--- config.mk ---
export PLATFORM = sky130hd
export DESIGN_NAME = ipr_prio_regs
export DESIGN_NICKNAME = d
export VERILOG_FILES = /design/src/shared/ipr_pkg.sv /design/src/core/ipr_prio_field.sv /design/src/core/ipr_prio_regs.sv
export SDC_FILE = /design/constraint.sdc
export NUM_CORES = 1
export LEC_CHECK = 0
export ABC_AREA = 1
export BUFFER_PORTS_ARGS = -buffer_cell sky130_fd_sc_hd__buf_2
export CAP_MARGIN = 15
export CORE_MARGIN = 8
export CORE_UTILIZATION = 48
export CTS_CLUSTER_SIZE = 8
export DETAILED_ROUTE_END_ITERATION = 16
export GPL_ROUTABILITY_DRIVEN = 0
export GPL_TIMING_DRIVEN = 1
export PLACE_DENSITY = 0.81
export SLEW_MARGIN = 20
export SYNTH_ARGS = -nofsm -noshare
export SYNTH_HDL_FRONTEND = slang
export SYNTH_SLANG_ARGS = --single-unit
export TNS_END_PERCENT = 20
--- constraint.sdc ---
create_clock -name clk_sys -period 5.6 [get_ports clk_sys]
set_input_delay 0 -clock clk_sys [delete_from_list [all_inputs] [get_ports clk_sys]]
set_output_delay 0 -clock clk_sys [all_outputs]
set_load 0.03 [all_outputs]
--- src/shared/ipr_pkg.sv ---
// constants and carrier types for the interrupt priority register bank
package ipr_pkg;

	// ------------------------------------------------------------
	// bus and register geometry
	// ------------------------------------------------------------
	localparam int IPR_DATA_W = 16;
	localparam int IPR_ADDR_W = 2;
	localparam int IPR_PRIO_W = 3;
	localparam int IPR_NSRC   = 5;
	localparam int IPR_SRC_W  = 3;

	localparam logic [IPR_ADDR_W-1:0] IPR_OFS_CN   = 2'h0;
	localparam logic [IPR_ADDR_W-1:0] IPR_OFS_CMPA = 2'h1;
	localparam logic [IPR_ADDR_W-1:0] IPR_OFS_CMPB = 2'h2;

	// ------------------------------------------------------------
	// field positions
	// ------------------------------------------------------------
	localparam int IPR_CN_LSB   = 12;
	localparam int IPR_CMP3_LSB = 12;
	localparam int IPR_CMP2_LSB = 8;
	localparam int IPR_CMP1_LSB = 4;
	localparam int IPR_CMP4_LSB = 0;

	// implemented bits per register; everything else reads zero
	localparam logic [IPR_DATA_W-1:0] IPR_MASK_CN   = 16'h7000;
	localparam logic [IPR_DATA_W-1:0] IPR_MASK_CMPA = 16'h7770;
	localparam logic [IPR_DATA_W-1:0] IPR_MASK_CMPB = 16'h0007;

	// ------------------------------------------------------------
	// priority codes and reset value
	// ------------------------------------------------------------
	localparam logic [IPR_PRIO_W-1:0] IPR_PRIO_OFF = 3'h0;
	localparam logic [IPR_PRIO_W-1:0] IPR_PRIO_MIN = 3'h1;
	localparam logic [IPR_PRIO_W-1:0] IPR_PRIO_MAX = 3'h7;
	localparam logic [IPR_PRIO_W-1:0] IPR_PRIO_RST = 3'h4;

	// ------------------------------------------------------------
	// source indices
	// ------------------------------------------------------------
	localparam int IPR_SRC_CN   = 0;
	localparam int IPR_SRC_CMP1 = 1;
	localparam int IPR_SRC_CMP2 = 2;
	localparam int IPR_SRC_CMP3 = 3;
	localparam int IPR_SRC_CMP4 = 4;

	typedef struct packed {
		logic                  wr;
		logic                  rd;
		logic [IPR_ADDR_W-1:0] addr;
		logic [IPR_DATA_W-1:0] wdata;
	} ipr_bus_t;

	typedef struct packed {
		logic [IPR_PRIO_W-1:0] cmp4;
		logic [IPR_PRIO_W-1:0] cmp3;
		logic [IPR_PRIO_W-1:0] cmp2;
		logic [IPR_PRIO_W-1:0] cmp1;
		logic [IPR_PRIO_W-1:0] cn;
	} ipr_levels_t;

endpackage

--- src/core/ipr_prio_field.sv ---
// one writable 3-bit priority field with its reset value
`timescale 1ns/100ps
module ipr_prio_field #(
	parameter logic [ipr_pkg::IPR_PRIO_W-1:0] RST_VAL = ipr_pkg::IPR_PRIO_RST
) (
	input  wire logic                             clk_sys,
	input  wire logic                             reset,
	input  wire logic                             wr_en,
	input  wire logic [ipr_pkg::IPR_PRIO_W-1:0]   wr_val,
	output logic      [ipr_pkg::IPR_PRIO_W-1:0]   val_r
);
	import ipr_pkg::*;

	logic [IPR_PRIO_W-1:0] val_nxt;

	always_comb begin
		val_nxt = val_r;
		if (wr_en) begin
			val_nxt = wr_val;
		end
	end

	always_ff @(posedge clk_sys) begin
		if (reset) begin
			val_r <= RST_VAL;
		end else begin
			val_r <= val_nxt;
		end
	end
endmodule

--- src/core/ipr_prio_regs.sv ---
// priority register bank for change notification and four comparators
//
// The strobed register port and the register offsets were chosen for this implementation.
`timescale 1ns/100ps
module ipr_prio_regs #(
	parameter int NSRC = ipr_pkg::IPR_NSRC
) (
	input  wire logic                            clk_sys,
	input  wire logic                            reset,
	input  wire ipr_pkg::ipr_bus_t               bus,
	output logic      [ipr_pkg::IPR_DATA_W-1:0]  rd_data_r,
	input  wire logic [NSRC-1:0]                 src_req,
	output ipr_pkg::ipr_levels_t                 prio_levels,
	output logic      [NSRC-1:0]                 req_live_r,
	output logic                                 win_valid_r,
	output logic      [ipr_pkg::IPR_SRC_W-1:0]   win_src_r,
	output logic      [ipr_pkg::IPR_PRIO_W-1:0]  win_level_r
);
	import ipr_pkg::*;

	// ------------------------------------------------------------
	// write decode
	// ------------------------------------------------------------
	logic wr_cn;
	logic wr_cmpa;
	logic wr_cmpb;

	assign wr_cn   = bus.wr && (bus.addr == IPR_OFS_CN);
	assign wr_cmpa = bus.wr && (bus.addr == IPR_OFS_CMPA);
	assign wr_cmpb = bus.wr && (bus.addr == IPR_OFS_CMPB);

	// ------------------------------------------------------------
	// priority fields
	// ------------------------------------------------------------
	// writes to unimplemented bits simply have no flop to land in
	logic [IPR_PRIO_W-1:0] pin_change_prio;
	logic [IPR_PRIO_W-1:0] cmp1_prio;
	logic [IPR_PRIO_W-1:0] cmp2_prio;
	logic [IPR_PRIO_W-1:0] cmp3_prio;
	logic [IPR_PRIO_W-1:0] cmp4_prio;

	ipr_prio_field u_cn (
		.clk_sys (clk_sys),
		.reset   (reset),
		.wr_en   (wr_cn),
		.wr_val  (bus.wdata[IPR_CN_LSB +: IPR_PRIO_W]),
		.val_r   (pin_change_prio)
	);

	ipr_prio_field u_cmp3 (
		.clk_sys (clk_sys),
		.reset   (reset),
		.wr_en   (wr_cmpa),
		.wr_val  (bus.wdata[IPR_CMP3_LSB +: IPR_PRIO_W]),
		.val_r   (cmp3_prio)
	);

	ipr_prio_field u_cmp2 (
		.clk_sys (clk_sys),
		.reset   (reset),
		.wr_en   (wr_cmpa),
		.wr_val  (bus.wdata[IPR_CMP2_LSB +: IPR_PRIO_W]),
		.val_r   (cmp2_prio)
	);

	ipr_prio_field u_cmp1 (
		.clk_sys (clk_sys),
		.reset   (reset),
		.wr_en   (wr_cmpa),
		.wr_val  (bus.wdata[IPR_CMP1_LSB +: IPR_PRIO_W]),
		.val_r   (cmp1_prio)
	);

	ipr_prio_field u_cmp4 (
		.clk_sys (clk_sys),
		.reset   (reset),
		.wr_en   (wr_cmpb),
		.wr_val  (bus.wdata[IPR_CMP4_LSB +: IPR_PRIO_W]),
		.val_r   (cmp4_prio)
	);

	assign prio_levels.cn   = pin_change_prio;
	assign prio_levels.cmp1 = cmp1_prio;
	assign prio_levels.cmp2 = cmp2_prio;
	assign prio_levels.cmp3 = cmp3_prio;
	assign prio_levels.cmp4 = cmp4_prio;

	// ------------------------------------------------------------
	// read path
	// ------------------------------------------------------------
	// data only in the cycle after the strobe, zero otherwise
	logic [IPR_DATA_W-1:0] rd_data_nxt;
	logic [IPR_DATA_W-1:0] img_cn;
	logic [IPR_DATA_W-1:0] img_cmpa;
	logic [IPR_DATA_W-1:0] img_cmpb;

	always_comb begin
		img_cn = '0;
		img_cn[IPR_CN_LSB +: IPR_PRIO_W] = pin_change_prio;
		img_cmpa = '0;
		img_cmpa[IPR_CMP3_LSB +: IPR_PRIO_W] = cmp3_prio;
		img_cmpa[IPR_CMP2_LSB +: IPR_PRIO_W] = cmp2_prio;
		img_cmpa[IPR_CMP1_LSB +: IPR_PRIO_W] = cmp1_prio;
		img_cmpb = '0;
		img_cmpb[IPR_CMP4_LSB +: IPR_PRIO_W] = cmp4_prio;
	end

	always_comb begin
		rd_data_nxt = '0;
		if (bus.rd) begin
			case (bus.addr)
				IPR_OFS_CN: begin
					rd_data_nxt = img_cn & IPR_MASK_CN;
				end
				IPR_OFS_CMPA: begin
					rd_data_nxt = img_cmpa & IPR_MASK_CMPA;
				end
				IPR_OFS_CMPB: begin
					rd_data_nxt = img_cmpb & IPR_MASK_CMPB;
				end
				default: begin
					rd_data_nxt = '0;
				end
			endcase
		end
	end

	always_ff @(posedge clk_sys) begin
		if (reset) begin
			rd_data_r <= '0;
		end else begin
			rd_data_r <= rd_data_nxt;
		end
	end

	// ------------------------------------------------------------
	// source gating and highest-level pick
	// ------------------------------------------------------------
	// ties go to the lowest source index; no vectoring beyond that
	logic [IPR_PRIO_W-1:0] lvl [NSRC];
	logic [NSRC-1:0]       live_nxt;
	logic                  win_valid_nxt;
	logic [IPR_SRC_W-1:0]  win_src_nxt;
	logic [IPR_PRIO_W-1:0] win_level_nxt;

	assign lvl[IPR_SRC_CN]   = pin_change_prio;
	assign lvl[IPR_SRC_CMP1] = cmp1_prio;
	assign lvl[IPR_SRC_CMP2] = cmp2_prio;
	assign lvl[IPR_SRC_CMP3] = cmp3_prio;
	assign lvl[IPR_SRC_CMP4] = cmp4_prio;

	always_comb begin
		live_nxt      = '0;
		win_valid_nxt = 1'b0;
		win_src_nxt   = '0;
		win_level_nxt = IPR_PRIO_OFF;
		for (int i = 0; i < NSRC; i++) begin
			live_nxt[i] = src_req[i] && (lvl[i] != IPR_PRIO_OFF);
			if (live_nxt[i] && (lvl[i] > win_level_nxt)) begin
				win_valid_nxt = 1'b1;
				win_src_nxt   = IPR_SRC_W'(i);
				win_level_nxt = lvl[i];
			end
		end
	end

	always_ff @(posedge clk_sys) begin
		if (reset) begin
			req_live_r  <= '0;
			win_valid_r <= 1'b0;
			win_src_r   <= '0;
			win_level_r <= IPR_PRIO_OFF;
		end else begin
			req_live_r  <= live_nxt;
			win_valid_r <= win_valid_nxt;
			win_src_r   <= win_src_nxt;
			win_level_r <= win_level_nxt;
		end
	end

	// every live source ranks no higher than the winner
	for (genvar g = 0; g < NSRC; g++) begin : g_rank

	end
endmodule

==> run metrics, run 1 <==
critical path class=reg -> reg; DP Worst Slack=671 ps; cts hold-fix bufs=13; Max-Cap Viols=0; leakage=1.20 nW; pwr dens=298 nW/um2; delay-heaviest family, CP=simple AND/OR/NAND/NOR gates; Worst-Margin Slew=519 ps; Final TNS setup=0 ps; cell depth of the worst min-delay path=3; Final Hold Fails=0; Clock Skews=9.74 ps; RSZ-0062 raised after global routing=no; CP most frequent cell=nand2_1; n_diodes=0; FF-to-FF Start=u_cn.val_r[2]; fin. max-slew vios=0; Levels on crit path=33; initial core utilization=49.4%; Syn Std Cell Area=1790 um2; root buf cell=clkbuf_8; hold crit path type=in -> reg; WP data required=5780 ps; Layout Nets=340; initial antenna violation count=0; Rows=22; drc violations=0; clock buffer count from CTS=5; area leader, netlist=dfxtp_1; top cells by area, synth=dfxtp_1 (44%), nand2_1 (9.2%), ha_1 (7.0%); Most used DFF post-synth=dfxtp_1; Core Footprint=3630 um2; H-Tree Depth=2; IO buf count=61; Max clock buf depth=2; part of the cycle the worst path needs=88.8%; Max Freq=0.201 GHz; setup violators final=0; sequential fraction of the synthesis area=43.5%; post-DR vias/cell=4.81; YS warnings=0; top-area cell type share of the netlist area=43.5%; R2R setup slack=630 ps; CTS tree=built; Post-Syn Area per Cell=7.94 um2; gr usage total=15.2%; chip width=77.1 um; Detail Route Antenna Nets=0; post-cts sizing count=0; critical path startpoint category=flip-flop; gr ovfl total=0; Critical-path top delay cell=dfxtp_1; DR vias=1688; clock period minus worst slack=4970 ps; Netlist cell types=26; Sink Count=39; Critical Path AT=5150 ps; DIE HEIGHT=77.1 um; maximum VDD drop=158 uV; routed len/inst=12.4 um; Mapped Cells=226; drt initial violations=106; Die Area=5950 um2; status=complete, no violations; Clk pin slew, worst setup/hold paths=70 ps; first-pass GRT wire length=7.53 mm; top-count cell post-synth=nand2_1; CP max stage delay=350 ps; critical path peak fanout=8; WL final=4.36 mm; Critical R2R Capture=win_level_r[1]; R2R cell count=33; I/O pin count=70; slew margin rel.=65.4%; Area Overhead vs Synth=31.9%; insertion delay to the later sink of the worst-skew pair=290 ps; async set-reset flop share out of synthesis=0%; Yosys reg bits=39; filler cell count=325; Post-synth top cells=nand2_1 (44), dfxtp_1 (39), inv_1 (28), a21oi_1 (17), o21ai_0 (15); Hold EP=u_cmp4.val_r[0]; DR pass1 iterations=4; largest net degree at the start of global routing=19; Post-CTS Setup Bufs=0; final worst setup slack=626 ps; CP Capture Type=flip-flop; share of layout cells above drive strength 1=28.7%; Post-synth EDFFs=0; DP HPWL=3.42 mm; hold path startpoint=bus[0]; WP buf/inv=6; vias in the first global route=1732
## where the power goes
part	total [mW]	internal, mW	switching, mW
registers	0.305	0.295	0.00952
logic	0.179	0.0612	0.117
clock network	0.222	0.130	0.0922
## state kept, by name, indices dropped and copies added (netlist names)
register	flops
u_cmp2.val_r	3
win_level_r	3
u_cmp3.val_r	3
u_cmp4.val_r	3
u_cmp1.val_r	3
rd_data_r	12
win_src_r	3
win_valid_r	1
req_live_r	5
u_cn.val_r	3
## cells in the final DEF (no fill, tap or decap)
cell type,instances
a211oi_1,1
a21oi_1,17
and2_1,2
buf_2,61
bufinv_16,1
clkbuf_8,5
clkinvlp_4,1
conb_1,4
dfxtp_1,39
dlygate4sd3_1,13
ha_1,10
inv_1,28
nand2_1,44
nand2_2,6
nand2_4,1
nand3_1,11
nand3_2,4
nand3_4,1
nor2_1,14
nor2_2,2
nor2_4,3
nor3_1,11
o211ai_1,3
o21ai_0,15
o21ai_1,1
o21ai_4,1
o21bai_1,1
o21bai_2,1
o31ai_1,2
## routing by layer
metal	GRT usage [%]	vias to the layer above	share of wire (%)
li1	-	884	-
met1	15.8	748	43
met2	26.0	49	48
met3	6.64	7	7.3
met4	6.23	0	1.8
met5	0	-	0
## worst min-delay path, cell delays in order
cell,delay (ps)
buf_2,70
o21ai_0,70
a21oi_1,110
## kinds of logic after synthesis
group                      Yosys count  share of synthesized area, %
and+or+nand+nor                     99                          27.5
buffers and inverters               35                          8.16
AOI/OAI and AO/OA                   42                          13.7
DFF                                 39                          43.5
adders and majority gates           10                          6.97
other                                1                         0.209
## stage by stage
step                      total power, mW  hold slack (ps)  instances  utilization (%)  area, um2
after global placement              0.480              216        331             58.6       2130
after detailed placement            0.483              221        331             58.6       2130
after global routing                0.755             11.6        351             65.1       2370
final                               0.706             2.10        351             65.1       2370
after floorplan                     0.441             69.1        229                -       1810
after CTS                           0.713             1.01        351             65.1       2370
## how the worst max path moves through the flow
stage	startpoint	to	slack, ps
floorplan	u_cn.val_r[1]	win_level_r[0]	1000
CTS	u_cn.val_r[2]	win_level_r[2]	610
finish	u_cn.val_r[2]	win_level_r[1]	630
global placement	u_cn.val_r[2]	win_level_r[1]	680
global route	u_cn.val_r[2]	win_level_r[2]	40
detailed placement	u_cn.val_r[2]	win_level_r[1]	670
## layout make-up
cell class | count | area [um2] | share of cell area [%]
Clock buffer | 5 | 68.8 | 2.91
Clock inverter | 2 | 37.5 | 1.59
Inverter | 28 | 105 | 4.44
Multi-Input combinational cell | 155 | 878 | 37.1
Sequential cell | 39 | 781 | 33.0
Tap cell | 48 | 60.1 | 2.54
Timing Repair Buffer | 74 | 435 | 18.4
(Power assumes the default switching activity.)
==> inputs of run 2 (changes only) <==
--- a/config.mk
+++ b/config.mk
@@ -8,4 +8,6 @@
 export ABC_AREA = 1
+export ABC_CLOCK_PERIOD_IN_PS = 5600
 export BUFFER_PORTS_ARGS = -buffer_cell sky130_fd_sc_hd__buf_2
 export CAP_MARGIN = 15
+export CORE_ASPECT_RATIO = 1.2
 export CORE_MARGIN = 8
==> constraint.sdc (replaced) <==
create_clock -name clk_sys -period 5.6 [get_ports clk_sys]
set_input_delay 0.28 -clock clk_sys [delete_from_list [all_inputs] [get_ports clk_sys]]
set_output_delay 0.28 -clock clk_sys [all_outputs]
set_load 0.03 [all_outputs]
==> run 2 against run 1 <==
Die area increased by 0.13%. Clock skew decreased by 4.8 ps. Fmax decreased by 1.7%. Critical path depth increased by 1. Worst hold slack improved by 200 ps. Critical endpoint unchanged. Core utilization fell by 2.9 points. Final cell count shrank 6.0%. First-iteration DRC count shrank 8.5%. Register-to-register slack lost 90 ps. Count of clock-buffer cells in the layout increased by 1. Sequential power about the same. Global-route usage rose by 0.082 points. Highest routed layer unchanged.
==> run metrics, run 2 (synthesis results as in run 1) <==
Rows=24 (was 22); root buf cell=clkbuf_8 (unchanged); H-Tree Depth=2 (unchanged); drc violations=0 (unchanged); CTS tree=built (unchanged); Critical-path top delay cell=dfxtp_1 (unchanged); Largest Register=rd_data_r (unchanged); Die Area=5960 um2 (was 5950 um2); part of the cycle the worst path needs=90.4% (was 88.8%); DR pass1 iterations=4 (unchanged); Worst-Margin Slew=543 ps (was 519 ps); cts hold-fix bufs=0 (was 13); Max clock buf depth=2 (unchanged); Max-Cap Viols=0 (unchanged); wire length on met1=1.80 mm (was 1.88 mm); Final TNS setup=0 ps (unchanged); Top Layer Used=met4 (unchanged); WL final=4.49 mm (was 4.36 mm); CP max stage delay=370 ps (was 350 ps); setup violators final=0 (unchanged); Detail Route Antenna Nets=0 (unchanged); share of layout cells above drive strength 1=30.6% (was 28.7%); critical path peak fanout=8 (unchanged); Clock Skews=4.90 ps (was 9.74 ps); insertion delay to the later sink of the worst-skew pair=290 ps (about the same); Post-CTS Setup Bufs=0 (unchanged); Core Util, Final=62.2% (was 65.1%); initial core utilization=49.8% (was 49.4%); critical path startpoint category=flip-flop (unchanged); largest net degree at the start of global routing=19 (unchanged); gr usage total=15.3% (was 15.2%); met3 WL=387 um (was 320 um); clock period minus worst slack=5060 ps (was 4970 ps); status=complete, no violations (unchanged); critical path class=reg -> reg (unchanged); number of flip-flops in the largest register=12 (unchanged); IO buf count=61 (unchanged); chip width=71.8 um (was 77.1 um); Critical Path AT=5250 ps (was 5150 ps); highest-count cells in the layout ignoring fill and taps=buf_2 (61), nand2_1 (44), dfxtp_1 (39) (unchanged); vias in the first global route=1622 (was 1732); I/O pin count=70 (unchanged); Sink Count=39 (unchanged); drt initial violations=97 (was 106); post-cts sizing count=0 (unchanged); WP data required=5790 ps (was 5780 ps); RSZ-0062 raised after global routing=no (unchanged); DR vias=1685 (was 1688); post-DR vias/cell=5.11 (was 4.81); pwr dens=323 nW/um2 (was 298 nW/um2); CP Capture Type=flip-flop (unchanged); DP HPWL=3.51 mm (was 3.42 mm); hold crit path type=in -> reg (unchanged); gr ovfl total=0 (unchanged); slew margin rel.=63.8% (was 65.4%); power consumption=723 uW (was 706 uW); Max Freq=0.198 GHz (was 0.201 GHz); DR WL met2=2.23 mm (was 2.08 mm); first-pass GRT wire length=7.34 mm (was 7.53 mm); Core Footprint=3600 um2 (was 3630 um2); post-route non-filler standard cell count=330 (was 351); Largest regs=rd_data_r (12), req_live_r (5) (unchanged); initial antenna violation count=0 (unchanged); Clk pin slew, worst setup/hold paths=80 ps (was 70 ps); dpl cells=322 (was 331); R2R setup slack=540 ps (was 630 ps); maximum VDD drop=148 uV (was 158 uV); CP most frequent cell=nand2_1 (unchanged); DIE HEIGHT=83.0 um (was 77.1 um); leakage=1.16 nW (was 1.20 nW); fin. max-slew vios=0 (unchanged); Layout Nets=327 (was 340); n_diodes=0 (unchanged); Final Hold Fails=0 (unchanged); routed len/inst=13.6 um (was 12.4 um); most common cell after layout, fill and taps aside=buf_2 (unchanged); Area Overhead vs Synth=24.9% (was 31.9%); clock buffer count from CTS=5 (unchanged)
[run 2: cell types whose count changed in the layout (fill, tap and decap cells not counted)]
cell,delta
nand3_1,-1
nand3_2,+1
o21ai_0,-1
dlygate4sd3_1,-13
o21ai_1,+1
clkinv_2,+1
clkbuf_8,+1
clkinvlp_4,-1
[run 2: routing by layer]
metal	global-route usage, %	vias up
li1	-	859
met3	4.93	7
met4	6.70	0
met2	25.8	79
met1	16.8	740
met5	0	-
[run 2: cell type report]
type	instances	area, um2
Sequential cell	39	781
Fill cell	308	1360
Clock inverter	2	35.0
Clock buffer	6	82.6
Tap cell	39	48.8
Inverter	28	105
Timing Repair Buffer	61	305
Multi-Input combinational cell	155	883
[run 2: metrics by stage]
stage / hold WS [ps] / area, um2 / worst slack, ps
2_1_floorplan: 349 / 1810 / 1000
3_3_place_gp: 464 / 2120 / 644
3_5_place_dp: 487 / 2120 / 589
4_1_cts: 197 / 2240 / 558
5_1_grt: 211 / 2240 / 81.5
6_report: 201 / 2240 / 540
[run 2: worst max-delay path, delay by kind of cell, from the launching register on]
kind,cells,cell delay [ps]
flip-flops,1,370
AND/OR/NAND/NOR,21,2460
adder cells (fa/ha/maj),4,1080
AO/OA/AOI/OAI,3,530
buffers and inverters,6,510
[run 2: where the power goes]
group	internal (mW)	switching (mW)
Sequential	0.295	0.00945
Combinational	0.0560	0.121
Clock	0.144	0.0974
[run 2: path summary, 6_finish.rpt]
check | to | start | cells after the start
setup / recovery | win_level_r[1] | u_cn.val_r[0] | 34
setup reg to reg | win_level_r[1] | u_cn.val_r[0] | 34
hold / removal | u_cn.val_r[2] | bus[14] | 3
hold reg to reg | win_level_r[0] | u_cmp4.val_r[0] | 2
